File: config.mk
export PLATFORM = sky130hd
export DESIGN_NAME = ext_irq_unit
export DESIGN_NICKNAME = d
export VERILOG_FILES = /design/src/rtl/ext_irq_pkg.sv /design/src/rtl/ext_irq_unit.sv
export SDC_FILE = /design/constraint.sdc
export NUM_CORES = 1
export LEC_CHECK = 0
export ABC_AREA = 1
export ABC_CLOCK_PERIOD_IN_PS = 3500
export BUFFER_PORTS_ARGS = -buffer_cell sky130_fd_sc_hd__buf_2
export CAP_MARGIN = 20
export CORE_ASPECT_RATIO = 0.6
export CORE_MARGIN = 8
export CORE_UTILIZATION = 25
export CTS_BUF_LIST = sky130_fd_sc_hd__clkbuf_8
export CTS_CLUSTER_SIZE = 16
export DETAILED_ROUTE_END_ITERATION = 10
export HOLD_SLACK_MARGIN = 0.05
export PLACE_DENSITY = 0.54
export SLEW_MARGIN = 0
export SYNTH_ARGS = -nofsm -noshare
export SYNTH_HDL_FRONTEND = slang
export SYNTH_SLANG_ARGS = --single-unit
File: constraint.sdc
create_clock -name sys_clk -period 3.5 [get_ports sys_clk]
set_clock_uncertainty 0.1 [all_clocks]
set_input_delay 0.175 -clock sys_clk [delete_from_list [all_inputs] [get_ports sys_clk]]
set_output_delay 0.175 -clock sys_clk [all_outputs]
set_load 0.03 [all_outputs]
File: src/rtl/ext_irq_pkg.sv
// Behaviour
// - pin activity raises enabled interrupts even when the pin is driven as output
// - lines trigger on falling edge, rising edge or low level per config
// - line c is edge only; level sensing exists on lines a and b
// - enabled level line keeps requesting while the pin stays low; the code drops the request in the qualification and start-up states
// - edges on lines a and b are seen only while the io clock runs
// - low levels on a/b and edges on c are seen in every sleep mode
// - io clock stops in all sleep modes except idle
// - power-down level wake needs two watchdog samples one period apart
// - level gone before start-up end: wake anyway, but no level interrupt
// - a/b sense field: 00 low, 01 any change, 10 falling, 11 rising
// - c polarity: 0 falling, 1 rising; changing it may raise an event
// - flag set by edge, cleared by handler or write one; zero in level mode
// - service needs the global enable and the line enable
package ext_irq_pkg;

  typedef enum logic [1:0] {
    SENSE_LOW  = 2'b00,
    SENSE_ANY  = 2'b01,
    SENSE_FALL = 2'b10,
    SENSE_RISE = 2'b11
  } sense_t;

  typedef enum logic [1:0] {
    MODE_IDLE       = 2'b00,
    MODE_NOISE_RED  = 2'b01,
    MODE_POWER_SAVE = 2'b10,
    MODE_POWER_DOWN = 2'b11
  } sleep_mode_t;

  typedef enum logic [2:0] {
    ST_AWAKE    = 3'b000,
    ST_SLEEPING = 3'b001,
    ST_QUAL1    = 3'b010,
    ST_QUAL2    = 3'b011,
    ST_STARTUP  = 3'b100
  } wake_state_t;

  typedef struct packed {
    logic        psel;
    logic        penable;
    logic        pwrite;
    logic [7:0]  paddr;
    logic [31:0] pwdata;
  } apb_req_t;

  typedef struct packed {
    logic [31:0] prdata;
    logic        pready;
    logic        pslverr;
  } apb_rsp_t;

  // register byte offsets
  localparam logic [7:0] OFS_CTRL   = 8'h00;
  localparam logic [7:0] OFS_CSR    = 8'h04;
  localparam logic [7:0] OFS_ENABLE = 8'h08;
  localparam logic [7:0] OFS_FLAG   = 8'h0C;
  localparam logic [7:0] OFS_STATUS = 8'h10;
  localparam logic [7:0] OFS_SLEEP  = 8'h14;

  // field positions
  localparam int SENSE_A_LSB  = 0;
  localparam int SENSE_B_LSB  = 2;
  localparam int POL_C_BIT    = 6;
  localparam int LINE_B_BIT   = 7;
  localparam int LINE_A_BIT   = 6;
  localparam int LINE_C_BIT   = 5;
  localparam int GLOBAL_BIT   = 7;
  localparam int SLEEP_GO_BIT = 0;
  localparam int SLEEP_MODE_LSB = 1;
  localparam int PIN_VIEW_LSB = 4;
  localparam int STATE_LSB    = 8;

  // reset values
  localparam logic [1:0] SENSE_RST = 2'h0;
  localparam logic [2:0] LINES_RST = 3'h0;

  // timing
  localparam int CLK_PERIOD_NS = 100;
  localparam int WDT_PERIOD_NS = 1000;
  localparam int WDT_CYC = (WDT_PERIOD_NS + CLK_PERIOD_NS - 1) / CLK_PERIOD_NS;
  localparam int STARTUP_CYC_DEF = 64;

endpackage

File: src/rtl/ext_irq_unit.sv
// The implementer's own choices: the APB register port and the placing of the registers.
module ext_irq_unit #(
  parameter int unsigned STARTUP_CYC = ext_irq_pkg::STARTUP_CYC_DEF
) (
  // clock and reset
  input  wire logic                 sys_clk,
  input  wire logic                 reset,
  // register bus
  input  wire ext_irq_pkg::apb_req_t apb_req,
  output ext_irq_pkg::apb_rsp_t     apb_rsp,
  // pads: bit0 line a, bit1 line b, bit2 line c
  input  wire logic [2:0]           irq_pin,
  // handler entry, one pulse per line
  input  wire logic [2:0]           irq_ack,
  // interrupt and power status
  output logic                      irq,
  output logic [2:0]                irq_pending,
  output logic                      asleep,
  output logic                      io_clk_run,
  output logic                      wake
);
  import ext_irq_pkg::*;

  // register view {b,a,c} at bits 7..5 against internal {c,b,a}
  function automatic logic [2:0] from_reg(input logic [31:0] w);
    from_reg = {w[LINE_C_BIT], w[LINE_B_BIT], w[LINE_A_BIT]};
  endfunction

  function automatic logic [31:0] to_reg(input logic [2:0] v);
    logic [31:0] w;
    w = 32'h0;
    w[LINE_A_BIT] = v[0];
    w[LINE_B_BIT] = v[1];
    w[LINE_C_BIT] = v[2];
    to_reg = w;
  endfunction

  // edge decode for lines a and b, one sample against the next
  function automatic logic edge_hit(input sense_t s, input logic prev, input logic cur);
    unique case (s)
      SENSE_ANY:  edge_hit = prev ^ cur;
      SENSE_FALL: edge_hit = prev & ~cur;
      SENSE_RISE: edge_hit = ~prev & cur;
      SENSE_LOW:  edge_hit = 1'b0;
    endcase
  endfunction

  logic [2:0]  pin_s1_ff;
  logic [2:0]  pin_s2_ff;
  logic [1:0]  ab_prev_ff;
  logic        c_prev_ff;
  sense_t      sense_a_ff;
  sense_t      sense_b_ff;
  logic        pol_c_ff;
  logic [2:0]  en_ff;
  logic        glob_ff;
  logic [2:0]  flag_ff;
  sleep_mode_t mode_ff;
  wake_state_t state_ff;
  wake_state_t nxt_state;
  logic [15:0] cnt_ff;
  logic [15:0] nxt_cnt;
  logic [31:0] prdata_ff;
  logic        wake_ff;
  logic [2:0]  nxt_flag;
  logic [7:0]  qual_len_ff;

  // bus decode
  wire       setup_ph  = apb_req.psel & ~apb_req.penable;
  wire       access_ph = apb_req.psel & apb_req.penable;
  wire       wr        = access_ph & apb_req.pwrite;
  wire       hit_ctrl  = apb_req.paddr == OFS_CTRL;
  wire       hit_csr   = apb_req.paddr == OFS_CSR;
  wire       hit_en    = apb_req.paddr == OFS_ENABLE;
  wire       hit_flag  = apb_req.paddr == OFS_FLAG;
  wire       hit_stat  = apb_req.paddr == OFS_STATUS;
  wire       hit_sleep = apb_req.paddr == OFS_SLEEP;
  wire       mapped    = hit_ctrl | hit_csr | hit_en | hit_flag | hit_stat | hit_sleep;
  wire [2:0] wr_lines  = from_reg(apb_req.pwdata);

  // read mux; sampled in setup so prdata is a flop and no wait state is needed
  wire [31:0] rd_ctrl  = {28'h0, sense_b_ff, sense_a_ff};
  wire [31:0] rd_csr   = {25'h0, pol_c_ff, 6'h0};
  wire [31:0] rd_stat  = {24'h0, glob_ff, 7'h0};
  wire [31:0] rd_sleep = {21'h0, state_ff, 1'b0, pin_s2_ff, 1'b0, mode_ff, asleep};
  wire [31:0] rd_word  = hit_ctrl  ? rd_ctrl :
                         hit_csr   ? rd_csr :
                         hit_en    ? to_reg(en_ff) :
                         hit_flag  ? to_reg(flag_ff) :
                         hit_stat  ? rd_stat :
                         hit_sleep ? rd_sleep : 32'h0;

  assign apb_rsp.prdata  = prdata_ff;
  assign apb_rsp.pready  = 1'b1;
  assign apb_rsp.pslverr = access_ph & ~mapped;

  // detection; the pad is read whatever its direction, so a driven pin
  // triggers its own line and serves as a software interrupt
  wire       io_run    = (state_ff == ST_AWAKE) | (mode_ff == MODE_IDLE);
  wire [1:0] lvl_mode  = {sense_b_ff == SENSE_LOW, sense_a_ff == SENSE_LOW};
  wire [1:0] lvl_raw   = lvl_mode & ~pin_s2_ff[1:0];
  wire       lvl_block = (state_ff != ST_AWAKE) & (state_ff != ST_SLEEPING);
  wire [1:0] lvl_req   = lvl_raw & {2{~lvl_block}};
  wire       edge_a    = io_run & edge_hit(sense_a_ff, ab_prev_ff[0], pin_s2_ff[0]);
  wire       edge_b    = io_run & edge_hit(sense_b_ff, ab_prev_ff[1], pin_s2_ff[1]);
  wire       c_lvl     = pol_c_ff ? pin_s2_ff[2] : ~pin_s2_ff[2];
  wire       edge_c    = c_lvl & ~c_prev_ff;
  wire [2:0] events    = {edge_c, edge_b, edge_a};
  wire [2:0] armed     = en_ff & {3{glob_ff}};
  wire [2:0] flag_clr  = irq_ack | ({3{wr & hit_flag}} & wr_lines);
  wire       wake_edge = |(events & armed);
  wire       lvl_wake  = |(lvl_raw & armed[1:0]);
  wire       cnt_done  = cnt_ff == 16'h0;

  // flags: a same-cycle event beats the clear; level mode pins the flag low
  always_comb
  begin
    nxt_flag = (flag_ff & ~flag_clr) | events;
    nxt_flag[1:0] = nxt_flag[1:0] & ~lvl_mode;
  end

  assign irq_pending = armed & (flag_ff | {1'b0, lvl_req});
  assign irq         = |irq_pending;
  assign asleep      = state_ff != ST_AWAKE;
  assign io_clk_run  = io_run;
  assign wake        = wake_ff;

  // wake sequencer; power-down level wake is qualified by two samples
  // one watchdog period apart, then waits the start-up delay
  always_comb
  begin
    nxt_state = state_ff;
    nxt_cnt   = cnt_ff - 16'h1;
    unique case (state_ff)
      ST_AWAKE:
      begin
        nxt_cnt = 16'h0;
        if (wr & hit_sleep & apb_req.pwdata[SLEEP_GO_BIT])
          nxt_state = ST_SLEEPING;
      end
      ST_SLEEPING:
      begin
        nxt_cnt = 16'(WDT_CYC - 1);
        if (wake_edge)
          nxt_state = ST_AWAKE;
        else if (lvl_wake)
          nxt_state = (mode_ff == MODE_POWER_DOWN) ? ST_QUAL1 : ST_AWAKE;
      end
      ST_QUAL1, ST_QUAL2:
      begin
        if (wake_edge)
          nxt_state = ST_AWAKE;
        else if (cnt_done & ~lvl_wake)
          nxt_state = ST_SLEEPING;
        else if (cnt_done)
        begin
          nxt_state = (state_ff == ST_QUAL1) ? ST_QUAL2 : ST_STARTUP;
          nxt_cnt   = (state_ff == ST_QUAL1) ? 16'(WDT_CYC - 1) : 16'(STARTUP_CYC - 1);
        end
      end
      ST_STARTUP:
      begin
        if (cnt_done)
          nxt_state = ST_AWAKE;
      end
      default:
      begin
        nxt_state = ST_AWAKE;
        nxt_cnt   = 16'h0;
      end
    endcase
  end

  // pad synchroniser; stage one feeds stage two only
  always_ff @(posedge sys_clk)
  begin
    pin_s1_ff <= irq_pin;
    pin_s2_ff <= pin_s1_ff;
  end

  // previous samples; a/b history keeps tracking the pad in deep sleep, so an
  // edge that came while the io clock was off is not seen late after wake
  always_ff @(posedge sys_clk)
  begin
    if (reset)
    begin
      ab_prev_ff <= 2'h3;
      c_prev_ff  <= 1'b0;
    end
    else
    begin
      ab_prev_ff <= pin_s2_ff[1:0];
      c_prev_ff <= c_lvl;
    end
  end

  // software registers
  always_ff @(posedge sys_clk)
  begin
    if (reset)
    begin
      sense_a_ff <= sense_t'(SENSE_RST);
      sense_b_ff <= sense_t'(SENSE_RST);
      pol_c_ff   <= 1'b0;
      en_ff      <= LINES_RST;
      glob_ff    <= 1'b0;
      mode_ff    <= MODE_IDLE;
    end
    else if (wr)
    begin
      if (hit_ctrl)
      begin
        sense_a_ff <= sense_t'(apb_req.pwdata[SENSE_A_LSB +: 2]);
        sense_b_ff <= sense_t'(apb_req.pwdata[SENSE_B_LSB +: 2]);
      end
      if (hit_csr)
        pol_c_ff <= apb_req.pwdata[POL_C_BIT];
      if (hit_en)
        en_ff <= wr_lines;
      if (hit_stat)
        glob_ff <= apb_req.pwdata[GLOBAL_BIT];
      if (hit_sleep)
        mode_ff <= sleep_mode_t'(apb_req.pwdata[SLEEP_MODE_LSB +: 2]);
    end
  end

  // flags, sequencer and read data
  always_ff @(posedge sys_clk)
  begin
    if (reset)
    begin
      flag_ff   <= LINES_RST;
      state_ff  <= ST_AWAKE;
      cnt_ff    <= 16'h0;
      wake_ff   <= 1'b0;
      prdata_ff <= 32'h0;
    end
    else
    begin
      flag_ff  <= nxt_flag;
      state_ff <= nxt_state;
      cnt_ff   <= nxt_cnt;
      wake_ff  <= (state_ff != ST_AWAKE) & (nxt_state == ST_AWAKE);
      if (setup_ph)
        prdata_ff <= rd_word;
    end
  end

  // cycles spent in the current state; only read in the qualification states
  always_ff @(posedge sys_clk)
  begin
    if (reset | (nxt_state != state_ff))
      qual_len_ff <= 8'h0;
    else
      qual_len_ff <= qual_len_ff + 8'h1;
  end

  // checks
  property p_flag_set;
    @(posedge sys_clk) disable iff (reset)
    (edge_a & (sense_a_ff != SENSE_LOW)) |=> flag_ff[0];
  endproperty
  a_flag_set: assert property (p_flag_set) else $error("edge did not set flag a");

  property p_lvl_flag_zero;
    @(posedge sys_clk) disable iff (reset)
    (sense_b_ff == SENSE_LOW) [*2] |-> !flag_ff[1];
  endproperty
  a_lvl_flag_zero: assert property (p_lvl_flag_zero) else $error("flag b set in level mode");

  property p_lvl_hold;
    @(posedge sys_clk) disable iff (reset)
    (armed[0] & lvl_mode[0] & !pin_s2_ff[0] & (state_ff == ST_AWAKE)) |-> irq;
  endproperty
  a_lvl_hold: assert property (p_lvl_hold) else $error("low level not requesting");

  property p_need_global;
    @(posedge sys_clk) disable iff (reset)
    irq |-> glob_ff && (|(en_ff & (flag_ff | {1'b0, lvl_raw})));
  endproperty
  a_need_global: assert property (p_need_global) else $error("irq without enables");

  property p_edge_needs_io;
    @(posedge sys_clk) disable iff (reset)
    $rose(flag_ff[0]) |-> $past(io_run);
  endproperty
  a_edge_needs_io: assert property (p_edge_needs_io) else $error("flag a set, io clock off");

  property p_io_stop;
    @(posedge sys_clk) disable iff (reset)
    (state_ff == ST_SLEEPING && mode_ff != MODE_IDLE) |-> !io_clk_run;
  endproperty
  a_io_stop: assert property (p_io_stop) else $error("io clock runs in deep sleep");

  property p_qual_len;
    @(posedge sys_clk) disable iff (reset)
    ((state_ff == ST_QUAL1 || state_ff == ST_QUAL2) && nxt_state != state_ff &&
     nxt_state != ST_AWAKE) |-> qual_len_ff == 8'(WDT_CYC - 1);
  endproperty
  a_qual_len: assert property (p_qual_len) else $error("level sample came early");

  property p_startup_entry;
    @(posedge sys_clk) disable iff (reset)
    $rose(state_ff == ST_STARTUP) |-> $past(state_ff) == ST_QUAL2 && $past(lvl_wake);
  endproperty
  a_startup_entry: assert property (p_startup_entry) else $error("start-up without samples");

  property p_no_late_lvl;
    @(posedge sys_clk) disable iff (reset)
    (state_ff == ST_STARTUP && cnt_done && pin_s2_ff[0] && pin_s1_ff[0] && irq_pin[0])
      |=> !lvl_req[0] ##1 (state_ff == ST_AWAKE);
  endproperty
  a_no_late_lvl: assert property (p_no_late_lvl) else $error("late level request");

  property p_c_wake;
    @(posedge sys_clk) disable iff (reset)
    (state_ff == ST_SLEEPING && edge_c && armed[2]) |=> !asleep && flag_ff[2];
  endproperty
  a_c_wake: assert property (p_c_wake) else $error("edge on c did not wake");

  property p_wake_pulse;
    @(posedge sys_clk) disable iff (reset)
    $fell(asleep) |-> wake ##1 !wake;
  endproperty
  a_wake_pulse: assert property (p_wake_pulse) else $error("wake pulse missing");

  property p_c_only_edge;
    @(posedge sys_clk) disable iff (reset)
    irq_pending[2] |-> flag_ff[2];
  endproperty
  a_c_only_edge: assert property (p_c_only_edge) else $error("line c level request");

  property p_startup_block;
    @(posedge sys_clk) disable iff (reset)
    (state_ff == ST_STARTUP) |-> lvl_req == 2'h0;
  endproperty
  a_startup_block: assert property (p_startup_block) else $error("level request in start-up");

  property p_ack_clear;
    @(posedge sys_clk) disable iff (reset)
    (irq_ack[0] && !events[0]) |=> !flag_ff[0];
  endproperty
  a_ack_clear: assert property (p_ack_clear) else $error("handler entry kept flag a");

  property p_any_change;
    @(posedge sys_clk) disable iff (reset)
    (sense_a_ff == SENSE_ANY) && io_run && (ab_prev_ff[0] != pin_s2_ff[0]) |=> flag_ff[0];
  endproperty
  a_any_change: assert property (p_any_change) else $error("change on a not flagged");

endmodule

* Word-level counts from Yosys, hierarchy flattened
Cells that the tools add are included.
Word-level totals: memory bits (read-only) 0, input bits 51, word-level logic and storage cells 124, output and inout port bits 41, memories kept 0, bits in latches 0, memory bits (writable) 0, flip-flop bits (word level) 75
Operators by class: shift operators 0, order comparisons 0, reductions and logical operators 17, divide/modulo/power cells 0, add/subtract/negate cells 1, equal/unequal tests 17, multiplexer cells 24, $mul 0, bitwise logic cells 50
Operators with widths (count):
- $mux W11 | 6
- $mux W16 | 3
- $pmux W16 S3 | 1
- $mux W3 | 8
- $and A1 B1 Y1 | 17
- $eq A8 B4 Y1 const B | 2
- $eq A8 B5 Y1 const B | 2
- $logic_not A16 Y1 | 1
- $sub A16 B1 Y16 const B | 1
- $and A3 B3 Y3 | 5
- $pmux W3 S4 | 1
- $eq A2 B2 Y1 const B | 5
- $not A1 Y1 | 10
- $reduce_and A2 Y1 | 5
- $and A2 B2 Y2 | 4
- $eq A8 B3 Y1 const B | 1
- $logic_not A8 Y1 | 1
- $pmux W1 S4 | 2
- $eq A3 B2 Y1 const B | 2
- $logic_not A2 Y1 | 3
- $logic_not A3 Y1 | 2
- $mux W6 | 1
- $or A1 B1 Y1 | 6
- $or A3 B3 Y3 | 2
- other kinds (13) | 18

* Logic depth before layout (Yosys ltp)
word-level depth 11, depth in mapped cells 13, gate-level depth less buffers 13

* Worst setup path before layout
No wires, ideal clock.
path type register -> register, start point register state_ff[1], end point register cnt_ff[4], stages on the path, launching flop included 12, arrival 1.474 ns, data required time 3.290 ns, slack 1.816 ns, setup time 0.110 ns, path through dfxtp_1 nor2_4 nand2_2 nand2_2 nand3_1 nand2_2 nor2_4 nand3_1 nand2_1 nand2_1 nand2_1 nor2_1
On the way: cells in the longest elaborated chain, start to end 7, elaborated cells between the ends (all ways) 16, classes of those cells eq/ne: 4; mux: 5; bitwise: 4; reduce/logical: 3
RTL lines:
- start: declaration | line ext_irq_unit.sv:59 | wake_state_t state_ff;
- start signal: assignment | line ext_irq_unit.sv:241 | state_ff <= nxt_state;
- $logic_not A3 Y1 (*) | line ext_irq_unit.sv:99 | wire io_run = (state_ff == ST_AWAKE) | (mode_ff == MODE_IDLE);
- $or A1 B1 Y1 (*) | line ext_irq_unit.sv:99
- via io_clk_run | line ext_irq_unit.sv:19 | output logic io_clk_run,
- $and A1 B1 Y1 (on tied branches) | line ext_irq_unit.sv:104, ext_irq_unit.sv:105
- $and A3 B3 Y3 (*) | line ext_irq_unit.sv:111 | wire wake_edge = |(events & armed);
- $reduce_or A3 Y1 (*) | line ext_irq_unit.sv:111
- $mux W16 (*) | line ext_irq_unit.sv:151 | if (wake_edge)
- $pmux W16 S3 (*) | line ext_irq_unit.sv:134 | unique case (state_ff)
- end signal: assignment | line ext_irq_unit.sv:242 | cnt_ff <= nxt_cnt;
- end: declaration | line ext_irq_unit.sv:61 | logic [15:0] cnt_ff;
The timed path passes the listed nets; every way through them passes the cells marked *. A chain may end at the register's enable or synchronous reset.

* Worst setup path after layout
start point register glob_ff, end point output irq
On the way: cells in the longest elaborated chain, start to end 3
RTL lines:
- start: declaration | line ext_irq_unit.sv:56 | logic glob_ff;
- start signal: assignment | line ext_irq_unit.sv:221 | glob_ff <= apb_req.pwdata[GLOBAL_BIT];
- $and A3 B3 Y3 | line ext_irq_unit.sv:109 | wire [2:0] armed = en_ff & {3{glob_ff}};
- $and A3 B3 Y3 | line ext_irq_unit.sv:122 | assign irq_pending = armed & (flag_ff | {1'b0, lvl_req});
- $reduce_or A3 Y1 | line ext_irq_unit.sv:123 | assign irq = |irq_pending;
- end: declaration | line ext_irq_unit.sv:16 | output logic irq,
Every way passes these cells.

==> flow_summary.html <==
<table>
<tr><th>Metric</th><th>Value</th></tr>
<tr><th colspan="2">Pwr</th></tr>
<tr><td>Static power due to leakage</td><td>1.664 nW</td></tr>
<tr><td>Clock share of power</td><td>37.0%</td></tr>
<tr><td>Power per cell area</td><td>334.1 nW/µm²</td></tr>
<tr><td>PnR Total Power</td><td>1.166 mW</td></tr>
<tr><td>Part of the total power dissipated in sequential elements</td><td>53.9%</td></tr>
<tr><td>Combinational fraction of design power</td><td>9.1%</td></tr>
<tr><td>Int Pwr</td><td>0.8648 mW</td></tr>
<tr><td>Largest voltage drop on the vdd net</td><td>147.4 µV</td></tr>
<tr><td>Switching portion of total power</td><td>25.80%</td></tr>
<tr><td>Power dissipated by switching net loads</td><td>0.3007 mW</td></tr>
<tr><th colspan="2">Worst setup path</th></tr>
<tr><td>Critical setup path kind</td><td>reg -&gt; out</td></tr>
<tr><td>Number of buffer and inverter stages on the critical path</td><td>1</td></tr>
<tr><td>Type of origin of the critical path</td><td>flip-flop</td></tr>
<tr><td>Worst reg2reg setup slack</td><td>1470 ps</td></tr>
<tr><td>CP cell instances</td><td>nand2_1 &gt; nor3_2 &gt; a21boi_0 &gt; nand3_1 &gt; buf_2</td></tr>
<tr><td>CP top delay family</td><td>simple AND/OR/NAND/NOR gates</td></tr>
<tr><td>Logic depth of the worst path, buffers included</td><td>5</td></tr>
<tr><td>Stage delay of the slowest cell on the critical path</td><td>480 ps</td></tr>
<tr><td>Depth of the most critical reg-to-reg path</td><td>13</td></tr>
<tr><td>Data arrival time at the worst-slack endpoint</td><td>1760 ps</td></tr>
<tr><td>Sort of element at the end of the critical path</td><td>output port</td></tr>
<tr><td>Critical-path cell with the highest stage delay</td><td>sky130_fd_sc_hd__dfxtp_1</td></tr>
<tr><td>Endpoint required time on the critical path</td><td>3220 ps</td></tr>
<tr><td>Maximum fanout encountered on the critical timing path</td><td>6</td></tr>
<tr><th colspan="2">Cells and area</th></tr>
<tr><td>Final cell count without fillers</td><td>633</td></tr>
<tr><td>Commonest non-fill, non-tap cell in the layout</td><td>sky130_fd_sc_hd__nand2_1</td></tr>
<tr><td>Total Nets Final</td><td>529</td></tr>
<tr><td>Total inserted antenna cells</td><td>0</td></tr>
<tr><td>FF/Latch Area</td><td>1081 µm²</td></tr>
<tr><td>Synthesis-to-finish area growth</td><td>18.44%</td></tr>
<tr><td>Multi-input combinational cell area</td><td>1553 µm²</td></tr>
<tr><td>Final Core Density</td><td>30.57%</td></tr>
<tr><td>Commonest cells after routing, fill and taps aside</td><td>sky130_fd_sc_hd__nand2_1 (73), sky130_fd_sc_hd__dfxtp_1 (54), sky130_fd_sc_hd__nor2_1 (53)</td></tr>
<tr><td>Final standard cell area without fillers</td><td>3488 µm²</td></tr>
<tr><td>Fraction of layout cells with a size suffix above 1</td><td>17.12%</td></tr>
<tr><td>Count of filler cells inserted in the layout</td><td>1253</td></tr>
<tr><th colspan="2">Floorplanning</th></tr>
<tr><td>Area of the die</td><td>15620 µm²</td></tr>
<tr><td>Die width</td><td>156.1 µm</td></tr>
<tr><td>Total core area</td><td>11410 µm²</td></tr>
<tr><td>Starting density of the core</td><td>25.81%</td></tr>
<tr><td>Count of standard-cell rows</td><td>30</td></tr>
<tr><td>Number of top-level pins</td><td>92</td></tr>
<tr><td>Height of the chip</td><td>100.1 µm</td></tr>
<tr><th colspan="2">Outcome</th></tr>
<tr><td>Run status</td><td>completed</td></tr>
<tr><th colspan="2">Synth</th></tr>
<tr><td>Xor and xnor fraction of the mapped netlist area</td><td>4.163%</td></tr>
<tr><td>Fraction of synthesized area in multiplexers</td><td>0%</td></tr>
<tr><td>Largest area contributor in the synthesized netlist</td><td>sky130_fd_sc_hd__dfxtp_1</td></tr>
<tr><td>Dominant combinational cell family by area after synthesis</td><td>simple AND/OR/NAND/NOR gates</td></tr>
<tr><td>Post-synthesis instance total</td><td>415</td></tr>
<tr><td>Number of warnings printed during yosys synthesis</td><td>0</td></tr>
<tr><td>Total standard cell area after synthesis</td><td>2945 µm²</td></tr>
<tr><td>Mean Syn Cell Area</td><td>7.097 µm²</td></tr>
<tr><td>Area share of fa/ha/maj cells after synthesis</td><td>2.549%</td></tr>
<tr><td>Sequential area share after synthesis</td><td>36.70%</td></tr>
<tr><td>#FFs+latches synth</td><td>54</td></tr>
<tr><td>Synth top area share</td><td>36.70%</td></tr>
<tr><td>Synth area leaders</td><td>sky130_fd_sc_hd__dfxtp_1 (37%), sky130_fd_sc_hd__nand2_1 (9.3%), sky130_fd_sc_hd__nor2_1 (6.8%)</td></tr>
<tr><td>Share of the synthesized area in compound gates (AO/OA/AOI/OAI)</td><td>10.66%</td></tr>
<tr><td>Synth cell types</td><td>34</td></tr>
<tr><td>Basic-gate share of the synthesized area counting and, or, nand and nor cells</td><td>32.54%</td></tr>
<tr><th colspan="2">STA</th></tr>
<tr><td>Highest clock rate</td><td>491.8 MHz</td></tr>
<tr><td>Remaining max-slew budget at the tightest pin</td><td>64.87%</td></tr>
<tr><td>Setup repair after global routing missed its margin</td><td>false</td></tr>
<tr><td>Final Hold Fails</td><td>0</td></tr>
<tr><td>Final worst-path cycle share</td><td>58.10%</td></tr>
<tr><td>Least setup slack across all paths after layout</td><td>1466 ps</td></tr>
<tr><td>Worst hold slack</td><td>83.78 ps</td></tr>
<tr><td>Setup-violating endpoint count in the final report</td><td>0</td></tr>
<tr><td>Aggregate negative setup slack</td><td>0 ps</td></tr>
<tr><td>Max-slew violation total from the final report</td><td>0</td></tr>
<tr><td>Transition time at the pin with the least slew margin</td><td>522.5 ps</td></tr>
<tr><td>Min Clock Period, post-route</td><td>2034 ps</td></tr>
<tr><th colspan="2">Drt</th></tr>
<tr><td>Vias after detailed routing</td><td>2731</td></tr>
<tr><td>Number of design-rule violations left by the first detailed-router iteration</td><td>226</td></tr>
<tr><td>Post-DRT Antenna Nets</td><td>0</td></tr>
<tr><td>Average wire length per cell after detail routing</td><td>12.73 µm</td></tr>
<tr><td>Pre-antenna DRT Iters</td><td>4</td></tr>
<tr><td>Average vias per placed instance</td><td>4.314</td></tr>
<tr><td>Post-route DRC</td><td>0</td></tr>
<tr><td>Final routed wirelength across all metal layers</td><td>8060 µm</td></tr>
<tr><th colspan="2">Clock network</th></tr>
<tr><td>Clock-pin slew on the worst setup and hold paths</td><td>110 ps</td></tr>
<tr><td>Count of cells resized by post-cts repair</td><td>0</td></tr>
<tr><td>Buffers from clock root to sink, at most</td><td>2</td></tr>
<tr><td>Cell at the root of the clock tree</td><td>sky130_fd_sc_hd__clkbuf_8</td></tr>
<tr><td>Number of sinks driven by the clock tree</td><td>54</td></tr>
<tr><td>Count of H-tree levels built during CTS</td><td>2</td></tr>
<tr><td>Clock network latency to the later pin of the worst-skew pair</td><td>320 ps</td></tr>
<tr><td>Total CTS buffers</td><td>5</td></tr>
<tr><td>Post-CTS Hold Buffers</td><td>11</td></tr>
<tr><td>TritonCTS clock tree</td><td>yes</td></tr>
<tr><td>Post-CTS setup buffer count</td><td>0</td></tr>
<tr><th colspan="2">Global routing</th></tr>
<tr><td>Combined global-route utilization of all metal layers</td><td>10.60%</td></tr>
<tr><td>Pin count of the biggest net entering global routing</td><td>21</td></tr>
<tr><td>Number of global-route vias before repair</td><td>2562</td></tr>
<tr><td>First-pass GRT wire length</td><td>13250 µm</td></tr>
<tr><td>Number of antenna violations at the first check in global routing</td><td>0</td></tr>
<tr><td>GRT Residual Overflow</td><td>0</td></tr>
<tr><th colspan="2">Place</th></tr>
<tr><td>Buffers added on ports</td><td>44</td></tr>
<tr><td>Post-placement setup slack</td><td>1549 ps</td></tr>
<tr><td>Cell area reported after detailed placement</td><td>3268 µm²</td></tr>
<tr><td>Final HPWL DP</td><td>6537 µm</td></tr>
<tr><td>Final Wtd Congestion</td><td>0.8721</td></tr>
<tr><td>Number of placed instances, taps included</td><td>614</td></tr>
<tr><th colspan="2">Min path</th></tr>
<tr><td>Min-Delay Path Depth</td><td>3</td></tr>
<tr><td>Min-Delay Path Class</td><td>in -&gt; reg</td></tr>
<tr><th colspan="2">Flow run</th></tr>
<tr><td>Number of max-cap violations</td><td>0</td></tr>
</table>
-- cell usage after synthesis, drive strengths merged --
cell / count
clkinv: 1
xor2: 10
dfxtp: 54
nor4: 1
o211ai: 4
inv: 54
nand2: 78
nor3: 11
buf: 23
ha: 6
o221ai: 1
a21oi: 31
nor2: 60
a21boi: 2
conb: 2
o21ai: 16
nand3b: 4
a211oi: 2
xnor2: 4
nand3: 43
clkbuf: 3
or2: 3
nand4: 1
o22ai: 1
-- registers in the layout, indices dropped and copies added, names as in the netlist, 2 cells and up --
register	flops
flag_ff	3
sense_a_ff	2
en_ff	3
sense_b_ff	2
ab_prev_ff	2
cnt_ff	16
state_ff	3
pin_s2_ff	3
pin_s1_ff	3
mode_ff	2
prdata_ff	11
-- power by group through the flow --
stage | sequential, mW | clock [mW] | combinational (mW)
floorplan | 0.646 | 0 | 0.0796
global placement | 0.642 | 0 | 0.0946
detailed placement | 0.643 | 0 | 0.0957
CTS | 0.629 | 0.441 | 0.106
global route | 0.630 | 0.469 | 0.116
finish | 0.628 | 0.431 | 0.106
-- layer usage --
metal / routed length [µm] / vias to the layer above / global-route usage, % / part of all wire, %
li1: - / 1395 / - / -
met1: 4329 / 1254 / 16.09 / 54
met2: 3007 / 77 / 14.06 / 37
met3: 649 / 5 / 2.831 / 8.1
met4: 73 / 0 / 2.645 / 0.91
met5: 0 / - / 0 / 0
-- worst paths after layout --
check | start | end
worst max-delay path | glob_ff$_SDFFE_PP0P_ | irq
worst min-delay path | apb_req[5] | en_ff[2]$_SDFFE_PP0P_
worst max register to register | pin_s2_ff[1]$_DFF_P_ | cnt_ff[4]$_SDFF_PP0_
worst min register to register | pin_s1_ff[0]$_DFF_P_ | pin_s2_ff[0]$_DFF_P_
-- cell type report --
class	instances	share of cell area [%]
Tap cell	160	5.739
Inverter	55	5.918
Sequential cell	54	30.99
Multi-Input combinational cell	300	44.51
Clock buffer	5	1.973
Clock inverter	3	1.184
Timing Repair Buffer	56	9.684
-- worst reg2reg max path, delay by kind of cell, from the launching register on --
kind	cells	cell delay, ps
fa+ha+maj	1	300
buf+inv	2	170
flops	1	410
simple gates	10	970
-- logic make-up after synthesis --
| group | count (synthesis) |
|---|---|
| and+or+nand+nor | 201 |
| buffers and inverters | 81 |
| AOI/OAI and AO/OA | 57 |
| DFF | 54 |
| xor gates and xnor gates | 14 |
| adders and majority gates | 6 |
| other | 2 |
(Power assumes the default switching activity.)
